==> src/verilog/slcd_pkg.sv <==
// Purpose: constants and types for the segment panel timing block
// Assumes: one 125 MHz clock that also serves as the panel source clock
// Notes: a register's byte address is four times its index
// How it works
// - post divider divides prescaler output by its field value plus one
// - one frame lasts K times N times D source clock cycles
// - K is eight for static, half and quarter duty, six for third
// - reserved contrast bit 4 and frame rate bit 3 read as zero
// - drive-time field picks a nominal driver on-time, code 7 half period
// - driver on-time never exceeds half a prescaled clock period
// - static duty or blanking forces on-time to half a prescaled period
// - a new drive-time code applies at the next prescaled clock tick, not at a frame edge
// - four-bit contrast code selects the panel maximum voltage
// - contrast code is held pending and applied at the next frame start
// - a one bit in segment memory energises its segment
// - unused segment memory bits stay ordinary read/write storage
// - five bytes per common, segment s at bit s mod 8 of byte s div 8
// - two-bit duty field selects one to four common lines
// - three-bit tap field selects prescaler ratio 16 up to 4096
// - blanking waits for frame end, then grounds all lines
// - frame start flag rises as displayed data reloads from memory
package slcd_pkg;
  localparam int ADDR_W  = 12;
  localparam int CLK_MHZ = 125;
  // register indexes
  localparam logic [7:0] IDX_SEG0 = 8'hd0;
  localparam logic [7:0] IDX_SEGN = 8'he3;
  localparam logic [7:0] IDX_CTRL = 8'he4;
  localparam logic [7:0] IDX_RATE = 8'he6;
  localparam logic [7:0] IDX_CCR  = 8'he7;
  localparam int SEG_BYTES = 20;
  localparam int SEG_W     = 40;
  localparam int COMS      = 4;
  // writable bits, reset value
  localparam logic [7:0] RATE_WMASK = 8'h77;
  localparam logic [7:0] CCR_WMASK  = 8'hef;
  localparam logic [7:0] REG_RST    = 8'h00;
  localparam logic [2:0] DRV_HALF   = 3'h7;
  // frame factors
  localparam logic [3:0] K_THIRD = 4'h6;
  localparam logic [3:0] K_OTHER = 4'h8;
  // prescaler ratios by tap code
  localparam logic [7:0][12:0] TAP_RATIO = {13'h1000, 13'h0800,
    13'h0400, 13'h0200, 13'h0100, 13'h0080, 13'h0040, 13'h0010};
  // nominal drive times in microseconds
  localparam int DRV_US_0 = 300;
  localparam int DRV_US_1 = 70;
  localparam int DRV_US_2 = 150;
  localparam int DRV_US_3 = 450;
  localparam int DRV_US_4 = 575;
  localparam int DRV_US_5 = 850;
  localparam int DRV_US_6 = 1150;
  localparam logic [6:0][17:0] DRV_CYC_DEF = {18'(DRV_US_6 * CLK_MHZ),
    18'(DRV_US_5 * CLK_MHZ), 18'(DRV_US_4 * CLK_MHZ),
    18'(DRV_US_3 * CLK_MHZ), 18'(DRV_US_2 * CLK_MHZ),
    18'(DRV_US_1 * CLK_MHZ), 18'(DRV_US_0 * CLK_MHZ)};
  localparam logic [1:0] RESP_OKAY   = 2'h0;
  localparam logic [1:0] RESP_SLVERR = 2'h2;
  typedef enum logic [1:0] {
    DUTY_STATIC = 2'h0, DUTY_HALF = 2'h1,
    DUTY_THIRD  = 2'h2, DUTY_QUARTER = 2'h3
  } slcd_duty_t;
  typedef enum logic [2:0] {
    WR_IDLE = 3'b001, WR_DO = 3'b010, WR_RESP = 3'b100
  } slcd_wr_t;
  typedef struct packed {
    logic [2:0] rsv_hi;
    logic       flag;
    logic       rsv;
    slcd_duty_t duty;
    logic       blank;
  } slcd_ctrl_t;
  typedef struct packed {
    logic       rsv_hi;
    logic [2:0] tap;
    logic       rsv;
    logic [2:0] div;
  } slcd_rate_t;
  typedef struct packed {
    logic [2:0] drv;
    logic       rsv;
    logic [3:0] vsel;
  } slcd_ccr_t;
endpackage

==> src/verilog/slcd_top.sv <==
// Purpose: frame timing, drive time, contrast and segment memory
// Assumes: AXI4-Lite master keeps one write and one read in flight
// Notes: all panel outputs are logic levels for the waveform stage
//
// Register access over AXI4-Lite was chosen for this implementation.
`timescale 1ns/1ps
module slcd_top #(
  parameter logic [6:0][17:0] DRV_CYC = slcd_pkg::DRV_CYC_DEF
) (
  // clock and reset
  input  wire logic                        aclk,
  input  wire logic                        aresetn,
  // write address channel
  input  wire logic [slcd_pkg::ADDR_W-1:0] s_axi_awaddr,
  input  wire logic                        s_axi_awvalid,
  output logic                             s_axi_awready,
  // write data channel
  input  wire logic [31:0]                 s_axi_wdata,
  input  wire logic [3:0]                  s_axi_wstrb,
  input  wire logic                        s_axi_wvalid,
  output logic                             s_axi_wready,
  // write response channel
  output logic [1:0]                       s_axi_bresp,
  output logic                             s_axi_bvalid,
  input  wire logic                        s_axi_bready,
  // read address channel
  input  wire logic [slcd_pkg::ADDR_W-1:0] s_axi_araddr,
  input  wire logic                        s_axi_arvalid,
  output logic                             s_axi_arready,
  // read data channel
  output logic [31:0]                      s_axi_rdata,
  output logic [1:0]                       s_axi_rresp,
  output logic                             s_axi_rvalid,
  input  wire logic                        s_axi_rready,
  // panel side
  output logic [slcd_pkg::COMS-1:0]        common_line,
  output logic [slcd_pkg::SEG_W-1:0]       segment_line,
  output logic [3:0]                       panel_max_voltage,
  output logic                             driver_on,
  output logic                             prescaled_panel_clock,
  output logic                             frame_start,
  output logic                             frame_start_flag,
  output logic                             blanked
);
  import slcd_pkg::*;

  slcd_ctrl_t             ctrl_q;
  slcd_rate_t             rate_q;
  slcd_ccr_t              ccr_q;
  slcd_ctrl_t             wctl;
  slcd_wr_t               wr_st_q;
  logic [7:0]             mem_q [SEG_BYTES];
  logic [SEG_BYTES*8-1:0] shadow_q;
  logic [SEG_BYTES*8-1:0] shadow_d;
  logic [11:0]            ps_cnt_q;
  logic [2:0]             cd_cnt_q;
  logic [2:0]             ph_q;
  logic [2:0]             ph_d;
  logic [17:0]            dr_cnt_q;
  logic [17:0]            dr_cnt_d;
  logic [17:0]            drv_nom;
  logic [12:0]            n_w;
  logic [3:0]             d_w;
  logic [16:0]            per_w;
  logic [15:0]            half_w;
  logic [3:0]             k_w;
  logic [1:0]             com_d;
  logic                   pre_tick;
  logic                   pclk_tick;
  logic                   fs;
  logic                   blank_q;
  logic                   blank_d;
  logic [3:0]             vsel_q;
  logic [COMS-1:0]        common_q;
  logic [SEG_W-1:0]       segment_q;
  logic                   drive_q;
  logic                   pclk_q;
  logic                   fs_q;
  logic                   awready_q;
  logic                   wready_q;
  logic                   bvalid_q;
  logic [1:0]             bresp_q;
  logic                   aw_got_q;
  logic                   w_got_q;
  logic [ADDR_W-1:0]      awaddr_q;
  logic [7:0]             wdat_q;
  logic                   wstb_q;
  logic                   arready_q;
  logic                   rvalid_q;
  logic [1:0]             rresp_q;
  logic [31:0]            rdata_q;
  logic                   wr_go;
  logic                   wr_hit;
  logic [7:0]             widx;
  logic [7:0]             ridx;
  logic [7:0]             rd_byte;
  logic                   rd_hit;

  // frame factor for a duty setting
  function automatic logic [3:0] frame_k(input slcd_duty_t duty);
    frame_k = (duty == DUTY_THIRD) ? K_THIRD : K_OTHER;
  endfunction

  // active common line for a frame phase
  function automatic logic [1:0] com_of(input logic [2:0] ph,
                                        input slcd_duty_t duty);
    case (duty)
      DUTY_STATIC: com_of = 2'h0;
      DUTY_HALF:   com_of = {1'b0, ph[2]};
      default:     com_of = ph[2:1];
    endcase
  endfunction

  // segment bits of one common from the packed memory image
  function automatic logic [SEG_W-1:0] pick_seg(
      input logic [SEG_BYTES*8-1:0] img, input logic [1:0] c);
    pick_seg = img[SEG_W-1:0];
    for (int i = 1; i < COMS; i++) begin
      if (c == 2'(i)) begin
        pick_seg = img[i*SEG_W +: SEG_W];
      end
    end
  endfunction

  // prescaler ratio, post divide and half period
  assign n_w    = TAP_RATIO[rate_q.tap];
  assign d_w    = {1'b0, rate_q.div} + 4'h1;
  assign per_w  = 17'(n_w) * 17'(d_w);
  assign half_w = per_w[16:1];
  assign k_w    = frame_k(ctrl_q.duty);

  // tick strobes
  assign pre_tick  = ({1'b0, ps_cnt_q} >= n_w - 13'h1);
  assign pclk_tick = pre_tick && (cd_cnt_q >= rate_q.div);
  assign fs = pclk_tick && ({1'b0, ph_q} >= k_w - 4'h1);

  // prescaler and post divider counters
  always_ff @(posedge aclk) begin
    if (!aresetn) begin
      ps_cnt_q <= 12'h000;
      cd_cnt_q <= 3'h0;
    end else begin
      ps_cnt_q <= pre_tick ? 12'h000 : ps_cnt_q + 12'h001;
      if (pclk_tick) begin
        cd_cnt_q <= 3'h0;
      end else if (pre_tick) begin
        cd_cnt_q <= cd_cnt_q + 3'h1;
      end
    end
  end

  // frame phase, K prescaled periods per frame
  always_comb begin
    ph_d = ph_q;
    if (fs) begin
      ph_d = 3'h0;
    end else if (pclk_tick) begin
      ph_d = ph_q + 3'h1;
    end
  end
  assign com_d   = com_of(ph_d, ctrl_q.duty);
  assign blank_d = fs ? ctrl_q.blank : blank_q;

  always_ff @(posedge aclk) begin
    if (!aresetn) begin
      ph_q    <= 3'h0;
      blank_q <= 1'b0;
    end else begin
      ph_q    <= ph_d;
      blank_q <= blank_d;
    end
  end

  // memory image reloads at frame start only
  always_comb begin
    shadow_d = shadow_q;
    if (fs) begin
      for (int i = 0; i < SEG_BYTES; i++) begin
        shadow_d[i*8 +: 8] = mem_q[i];
      end
    end
  end

  always_ff @(posedge aclk) begin
    if (!aresetn) begin
      shadow_q <= '0;
    end else begin
      shadow_q <= shadow_d;
    end
  end

  // line levels, grounded while blanked
  always_ff @(posedge aclk) begin
    if (!aresetn) begin
      common_q  <= '0;
      segment_q <= '0;
    end else if (blank_d) begin
      common_q  <= '0;
      segment_q <= '0;
    end else begin
      common_q  <= 4'(4'h1 << com_d);
      segment_q <= pick_seg(shadow_d, com_d);
    end
  end

  // contrast applies at frame start
  always_ff @(posedge aclk) begin
    if (!aresetn) begin
      vsel_q <= 4'h0;
    end else if (fs) begin
      vsel_q <= ccr_q.vsel;
    end
  end

  // driver on-time per transition
  always_comb begin
    drv_nom  = (ccr_q.drv == DRV_HALF) ? {2'h0, half_w}
                                      : DRV_CYC[ccr_q.drv];
    dr_cnt_d = dr_cnt_q;
    if (pclk_tick) begin
      if (ctrl_q.duty == DUTY_STATIC || blank_q) begin
        dr_cnt_d = {2'h0, half_w};
      end else if (drv_nom > {2'h0, half_w}) begin
        dr_cnt_d = {2'h0, half_w};
      end else begin
        dr_cnt_d = drv_nom;
      end
    end else if (dr_cnt_q != 18'h0) begin
      dr_cnt_d = dr_cnt_q - 18'h1;
    end
  end

  always_ff @(posedge aclk) begin
    if (!aresetn) begin
      dr_cnt_q <= 18'h0;
      drive_q  <= 1'b0;
      pclk_q   <= 1'b0;
      fs_q     <= 1'b0;
    end else begin
      dr_cnt_q <= dr_cnt_d;
      drive_q  <= (dr_cnt_d != 18'h0);
      pclk_q   <= pclk_tick;
      fs_q     <= fs;
    end
  end

  // write channel
  // unmapped writes, aliases above the decoded window included, change nothing
  assign wr_go  = (wr_st_q == WR_DO) && wr_hit;
  assign widx   = awaddr_q[9:2];
  assign wr_hit = (awaddr_q[11:10] == 2'h0) &&
                  ((widx >= IDX_SEG0 && widx <= IDX_SEGN) ||
                   widx == IDX_CTRL || widx == IDX_RATE ||
                   widx == IDX_CCR);
  assign wctl   = slcd_ctrl_t'(wdat_q);

  always_ff @(posedge aclk) begin
    if (!aresetn) begin
      wr_st_q   <= WR_IDLE;
      awready_q <= 1'b1;
      wready_q  <= 1'b1;
      bvalid_q  <= 1'b0;
      bresp_q   <= RESP_OKAY;
      aw_got_q  <= 1'b0;
      w_got_q   <= 1'b0;
      awaddr_q  <= '0;
      wdat_q    <= 8'h00;
      wstb_q    <= 1'b0;
    end else begin
      case (wr_st_q)
        WR_IDLE: begin
          if (s_axi_awvalid && awready_q) begin
            awaddr_q  <= s_axi_awaddr;
            awready_q <= 1'b0;
            aw_got_q  <= 1'b1;
          end
          if (s_axi_wvalid && wready_q) begin
            wdat_q   <= s_axi_wdata[7:0];
            wstb_q   <= s_axi_wstrb[0];
            wready_q <= 1'b0;
            w_got_q  <= 1'b1;
          end
          if (aw_got_q && w_got_q) begin
            wr_st_q <= WR_DO;
          end
        end
        WR_DO: begin
          bvalid_q <= 1'b1;
          bresp_q  <= wr_hit ? RESP_OKAY : RESP_SLVERR;
          aw_got_q <= 1'b0;
          w_got_q  <= 1'b0;
          wr_st_q  <= WR_RESP;
        end
        WR_RESP: begin
          if (s_axi_bready) begin
            bvalid_q  <= 1'b0;
            awready_q <= 1'b1;
            wready_q  <= 1'b1;
            wr_st_q   <= WR_IDLE;
          end
        end
        default: wr_st_q <= WR_IDLE;
      endcase
    end
  end

  // register file and segment memory
  always_ff @(posedge aclk) begin
    if (!aresetn) begin
      ctrl_q <= slcd_ctrl_t'(REG_RST);
      rate_q <= slcd_rate_t'(REG_RST);
      ccr_q  <= slcd_ccr_t'(REG_RST);
      for (int i = 0; i < SEG_BYTES; i++) begin
        mem_q[i] <= REG_RST;
      end
    end else begin
      if (wr_go && wstb_q && widx == IDX_CTRL) begin
        ctrl_q.blank <= wctl.blank;
        ctrl_q.duty  <= wctl.duty;
      end
      // set wins over a write-one clear
      ctrl_q.flag <= fs | (ctrl_q.flag &
        ~(wr_go && wstb_q && widx == IDX_CTRL && wctl.flag));
      if (wr_go && wstb_q && widx == IDX_RATE) begin
        rate_q <= slcd_rate_t'(wdat_q & RATE_WMASK);
      end
      if (wr_go && wstb_q && widx == IDX_CCR) begin
        ccr_q <= slcd_ccr_t'(wdat_q & CCR_WMASK);
      end
      for (int i = 0; i < SEG_BYTES; i++) begin
        if (wr_go && wstb_q && wr_hit && widx == IDX_SEG0 + 8'(i)) begin
          mem_q[i] <= wdat_q;
        end
      end
    end
  end

  // read decode
  always_comb begin
    ridx    = s_axi_araddr[9:2];
    rd_byte = 8'h00;
    rd_hit  = (s_axi_araddr[11:10] == 2'h0);
    if (ridx == IDX_CTRL) begin
      rd_byte = ctrl_q;
    end else if (ridx == IDX_RATE) begin
      rd_byte = rate_q;
    end else if (ridx == IDX_CCR) begin
      rd_byte = ccr_q;
    end else if (ridx >= IDX_SEG0 && ridx <= IDX_SEGN) begin
      rd_byte = mem_q[5'(ridx - IDX_SEG0)];
    end else begin
      rd_hit = 1'b0;
    end
    if (!rd_hit) begin
      rd_byte = 8'h00;
    end
  end

  // read channel
  always_ff @(posedge aclk) begin
    if (!aresetn) begin
      arready_q <= 1'b1;
      rvalid_q  <= 1'b0;
      rresp_q   <= RESP_OKAY;
      rdata_q   <= 32'h0000_0000;
    end else if (s_axi_arvalid && arready_q) begin
      arready_q <= 1'b0;
      rvalid_q  <= 1'b1;
      rresp_q   <= rd_hit ? RESP_OKAY : RESP_SLVERR;
      rdata_q   <= {24'h000000, rd_byte};
    end else if (rvalid_q && s_axi_rready) begin
      rvalid_q  <= 1'b0;
      arready_q <= 1'b1;
    end
  end

  // outputs from flops
  assign s_axi_awready         = awready_q;
  assign s_axi_wready          = wready_q;
  assign s_axi_bvalid          = bvalid_q;
  assign s_axi_bresp           = bresp_q;
  assign s_axi_arready         = arready_q;
  assign s_axi_rvalid          = rvalid_q;
  assign s_axi_rresp           = rresp_q;
  assign s_axi_rdata           = rdata_q;
  assign common_line           = common_q;
  assign segment_line          = segment_q;
  assign panel_max_voltage     = vsel_q;
  assign driver_on             = drive_q;
  assign prescaled_panel_clock = pclk_q;
  assign frame_start           = fs_q;
  assign frame_start_flag      = ctrl_q.flag;
  assign blanked               = blank_q;
endmodule
==> config.mk <==
export PLATFORM = sky130hd
export DESIGN_NAME = slcd_top
export DESIGN_NICKNAME = d
export VERILOG_FILES = /design/src/verilog/slcd_pkg.sv /design/src/verilog/slcd_top.sv
export SDC_FILE = /design/constraint.sdc
export NUM_CORES = 1
export LEC_CHECK = 0
export ABC_AREA = 1
export BUFFER_PORTS_ARGS = -buffer_cell sky130_fd_sc_hd__buf_2
export CAP_MARGIN = 20
export CORE_MARGIN = 2
export CORE_UTILIZATION = 25
export DETAILED_ROUTE_END_ITERATION = 8
export PLACE_DENSITY = 0.42
export REMOVE_ABC_BUFFERS = 1
export SETUP_SLACK_MARGIN = 0.2
export SYNTH_ARGS = -nofsm -noshare
export SYNTH_HDL_FRONTEND = slang
export SYNTH_SLANG_ARGS = --single-unit
==> constraint.sdc <==
create_clock -name aclk -period 10.1 [get_ports aclk]
set_clock_uncertainty 0.15 [all_clocks]
set_input_delay 1.515 -clock aclk [delete_from_list [all_inputs] [get_ports aclk]]
set_output_delay 1.515 -clock aclk [all_outputs]
set_load 0.02 [all_outputs]
==> flow_summary.json <==
{
  "max_stage_delay_ps": 550,
  "yosysMostFrequentCell": "nor2_1",
  "rr_startpoint": "rate_q[0]",
  "swShare_pct": 27.9,
  "ant_nets": 0,
  "min_from": "ps_cnt_q[0]",
  "detailed_place_hpwl_um": 54100,
  "clk_latency_ps": 680,
  "hold_path_class": "reg -> reg",
  "drtPass1Iterations": 5,
  "fin_nets": 2838,
  "cts_made_buffers": 59,
  "reg2reg_slack_ps": 3490,
  "path_max_fanout": 15,
  "min_path_cells": 1,
  "overflow": 0,
  "leakage_nw": 11.7,
  "period_share_pct": 65.5,
  "yosys.area.top_type": "dfxtp_1",
  "period_needed_ps": 6610,
  "avgSynthCellArea_um2": 8.50,
  "syn-cell-area_um2": 22500,
  "finalNonFillerCells": 3922,
  "crit_family": "simple AND/OR/NAND/NOR gates",
  "place_inst": 3808,
  "syn_inst": 2646,
  "wirelength_um": 78000,
  "ys_ff_latch": 490,
  "cts_hold_buf": 0,
  "drt_iter0_drc": 1478,
  "setup_viol": 0,
  "yosys-top-cells-count": "554 x nor2_1, 464 x nand2_1, 330 x dfxtp_1, 185 x nand3_1, 177 x inv_1",
  "timing.rr.end": "driver_on",
  "crit_required_ps": 10490,
  "final_util_pct": 29.3,
  "grt_max_degree": 155,
  "cts_root_buffer": "clkbuf_16",
  "postCtsSetupRepairBufs": 0,
  "p_per_area_nw_per_um2": 189,
  "timing.final.hold_violations": 0,
  "io_buffers": 103,
  "path_buf_inv": 5,
  "fp-row-count": 109,
  "slew_headroom_pct": 25.8,
  "fin_total_pwr_mw": 4.91,
  "critPathCaptureType": "register",
  "htreeDepth": 2,
  "comb_power_share_pct": 11.5,
  "clkTransAtPathRegs_ps": 60,
  "ioPinCount": 161,
  "worst_pin_slew_ps": 1110,
  "antenna_found_initial": 4,
  "grt_pass1_wl_um": 116000,
  "cts.repair.resized": 0,
  "die_h_um": 304,
  "p_switching_mw": 1.37,
  "yosysSeqAreaShare_pct": 50.8,
  "cts.sinks": 490,
  "tns_ps": 0,
  "synthArstFlopShare_pct": 0,
  "grt.total_usage_pct": 16.6,
  "routedWlPerCell_um": 19.9,
  "reg2reg_depth": 33,
  "grt_pass1_vias": 17900,
  "die_x_um": 304,
  "cts_tree": "yes",
  "viasPerCell": 4.66,
  "seqPwrFrac_pct": 44.1,
  "vdd_drop_max_v": 0.000135,
  "power.share.clock_pct": 44.4,
  "crit_top_cell": "nand2_1",
  "fin_area_um2": 26000,
  "maxCapViolations": 0,
  "whs_endpoint": "ps_cnt_q[0]",
  "placed_cell_area_um2": 24000,
  "core_um2": 88800,
  "vias": 18264,
  "synth_top_cell_area_share_pct": 29.4,
  "slowest_stage": "xnor2_1",
  "die_area_um2": 92300,
  "drc_errors": 0,
  "max_freq_mhz": 151,
  "synth_warnings": 0,
  "outcome": "completed",
  "fillCellCount": 9466,
  "cts_buffer_depth": 3,
  "arrival_ps": 7000,
  "cp-start-kind": "register",
  "synth_ff_type": "dfxtp_1",
  "drive_gt1_share_pct": 9.07,
  "synth.distinct_cells": 54,
  "internal-power_mw": 3.54,
  "syn2layout_area_growth_pct": 15.6,
  "rsz0062_at_grt": "false",
  "ys_top_cells_by_area": "dfxtp_1 29%, edfxtp_1 21%, nor2_1 9.3%",
  "synth-edff-count": 160,
  "slew_violations": 0,
  "gp_congestion": 0.825,
  "start_util_pct": 25.3,
  "worstSetupPathType": "reg -> reg"
}
-- cell families (layout without fill, tap and decap cells) --
logic type      count (synthesis)  in the layout  share of synthesized area (%)
buf+inv                       339            424                           6.43
compound gates                298            298                           7.71
mux                           159            159                           7.09
fa+ha+maj                      66             66                           4.04
flops                         490            490                           50.8
xor+xnor                       20             20                          0.779
other cells                     1             27                         0.0167
simple gates                 1273           1273                           23.2
-- power by group through the flow --
stage	sequential [mW]	clock [mW]	combinational (mW)
after floorplan	2.18	0	0.393
after global placement	2.21	0	0.569
after detailed placement	2.21	0	0.563
after CTS	2.17	2.24	0.567
after global routing	2.17	2.31	0.639
final	2.17	2.18	0.566
-- final cells by class --
cell class	instances	area, um^2	area share (%)
diodes	1	2.50	0.00963
clock buffers	76	1600	6.16
clock inverters	36	383	1.47
inverters	185	699	2.69
multi-input cells	1842	9730	37.4
flip-flops and latches	490	11400	43.9
well taps	1165	1460	5.61
repair buffers	127	708	2.72
-- sequential cells by signal, indices dropped and copies added (netlist names), 4 cells and up, named ones only --
name	flops
mem_q	160
shadow_q	160
segment_line	40
dr_cnt_q	18
ps_cnt_q	12
awaddr_q	10
n_w	8
s_axi_rdata	8
wctl	8
ccr_q	7
rate_q	6
common_line	4
panel_max_voltage	4
-- metal layers --
| metal | track usage (%) | vias up | wire (um) |
|---|---|---|---|
| met5 | 0 | - | 0 |
| met4 | 5.89 | 0 | 2740 |
| met3 | 2.39 | 132 | 3730 |
| met2 | 26.7 | 463 | 35400 |
| met1 | 22.6 | 8823 | 36200 |
| li1 | - | 8846 | - |
-- cell usage in the layout, fill, tap and decap left out, types with 12 or more instances in the layout --
cell type,n
dfxtp_1,330
o21ai_0,79
buf_4,23
mux2i_1,158
clkbuf_16,60
nand2_1,463
a21oi_1,128
conb_1,26
o221ai_1,25
ha_1,55
clkbuf_1,12
inv_1,176
o22ai_1,14
edfxtp_1,160
nand3_1,185
nor3_1,22
buf_2,103
nor2_1,554
-- how the worst max path moves through the flow --
stage / cells after the start / from / slack (ps) / end
2_1_floorplan: 15 / n_w[7] / 390 / segment_line[0]
3_3_place_gp: 32 / rate_q[0] / 3520 / driver_on
3_5_place_dp: 33 / rate_q[0] / 3400 / driver_on
4_1_cts: 33 / rate_q[0] / 3370 / driver_on
5_1_grt: 33 / rate_q[0] / 2840 / driver_on
6_report: 33 / rate_q[0] / 3490 / driver_on
-- through the flow --
stage          setup slack (ps)  hold slack [ps]
2_1_floorplan               393              268
3_3_place_gp               3520              281
3_5_place_dp               3400              290
4_1_cts                    3370              302
5_1_grt                    2840              321
6_report                   3490              297
Power figures use the tool's default switching activity.
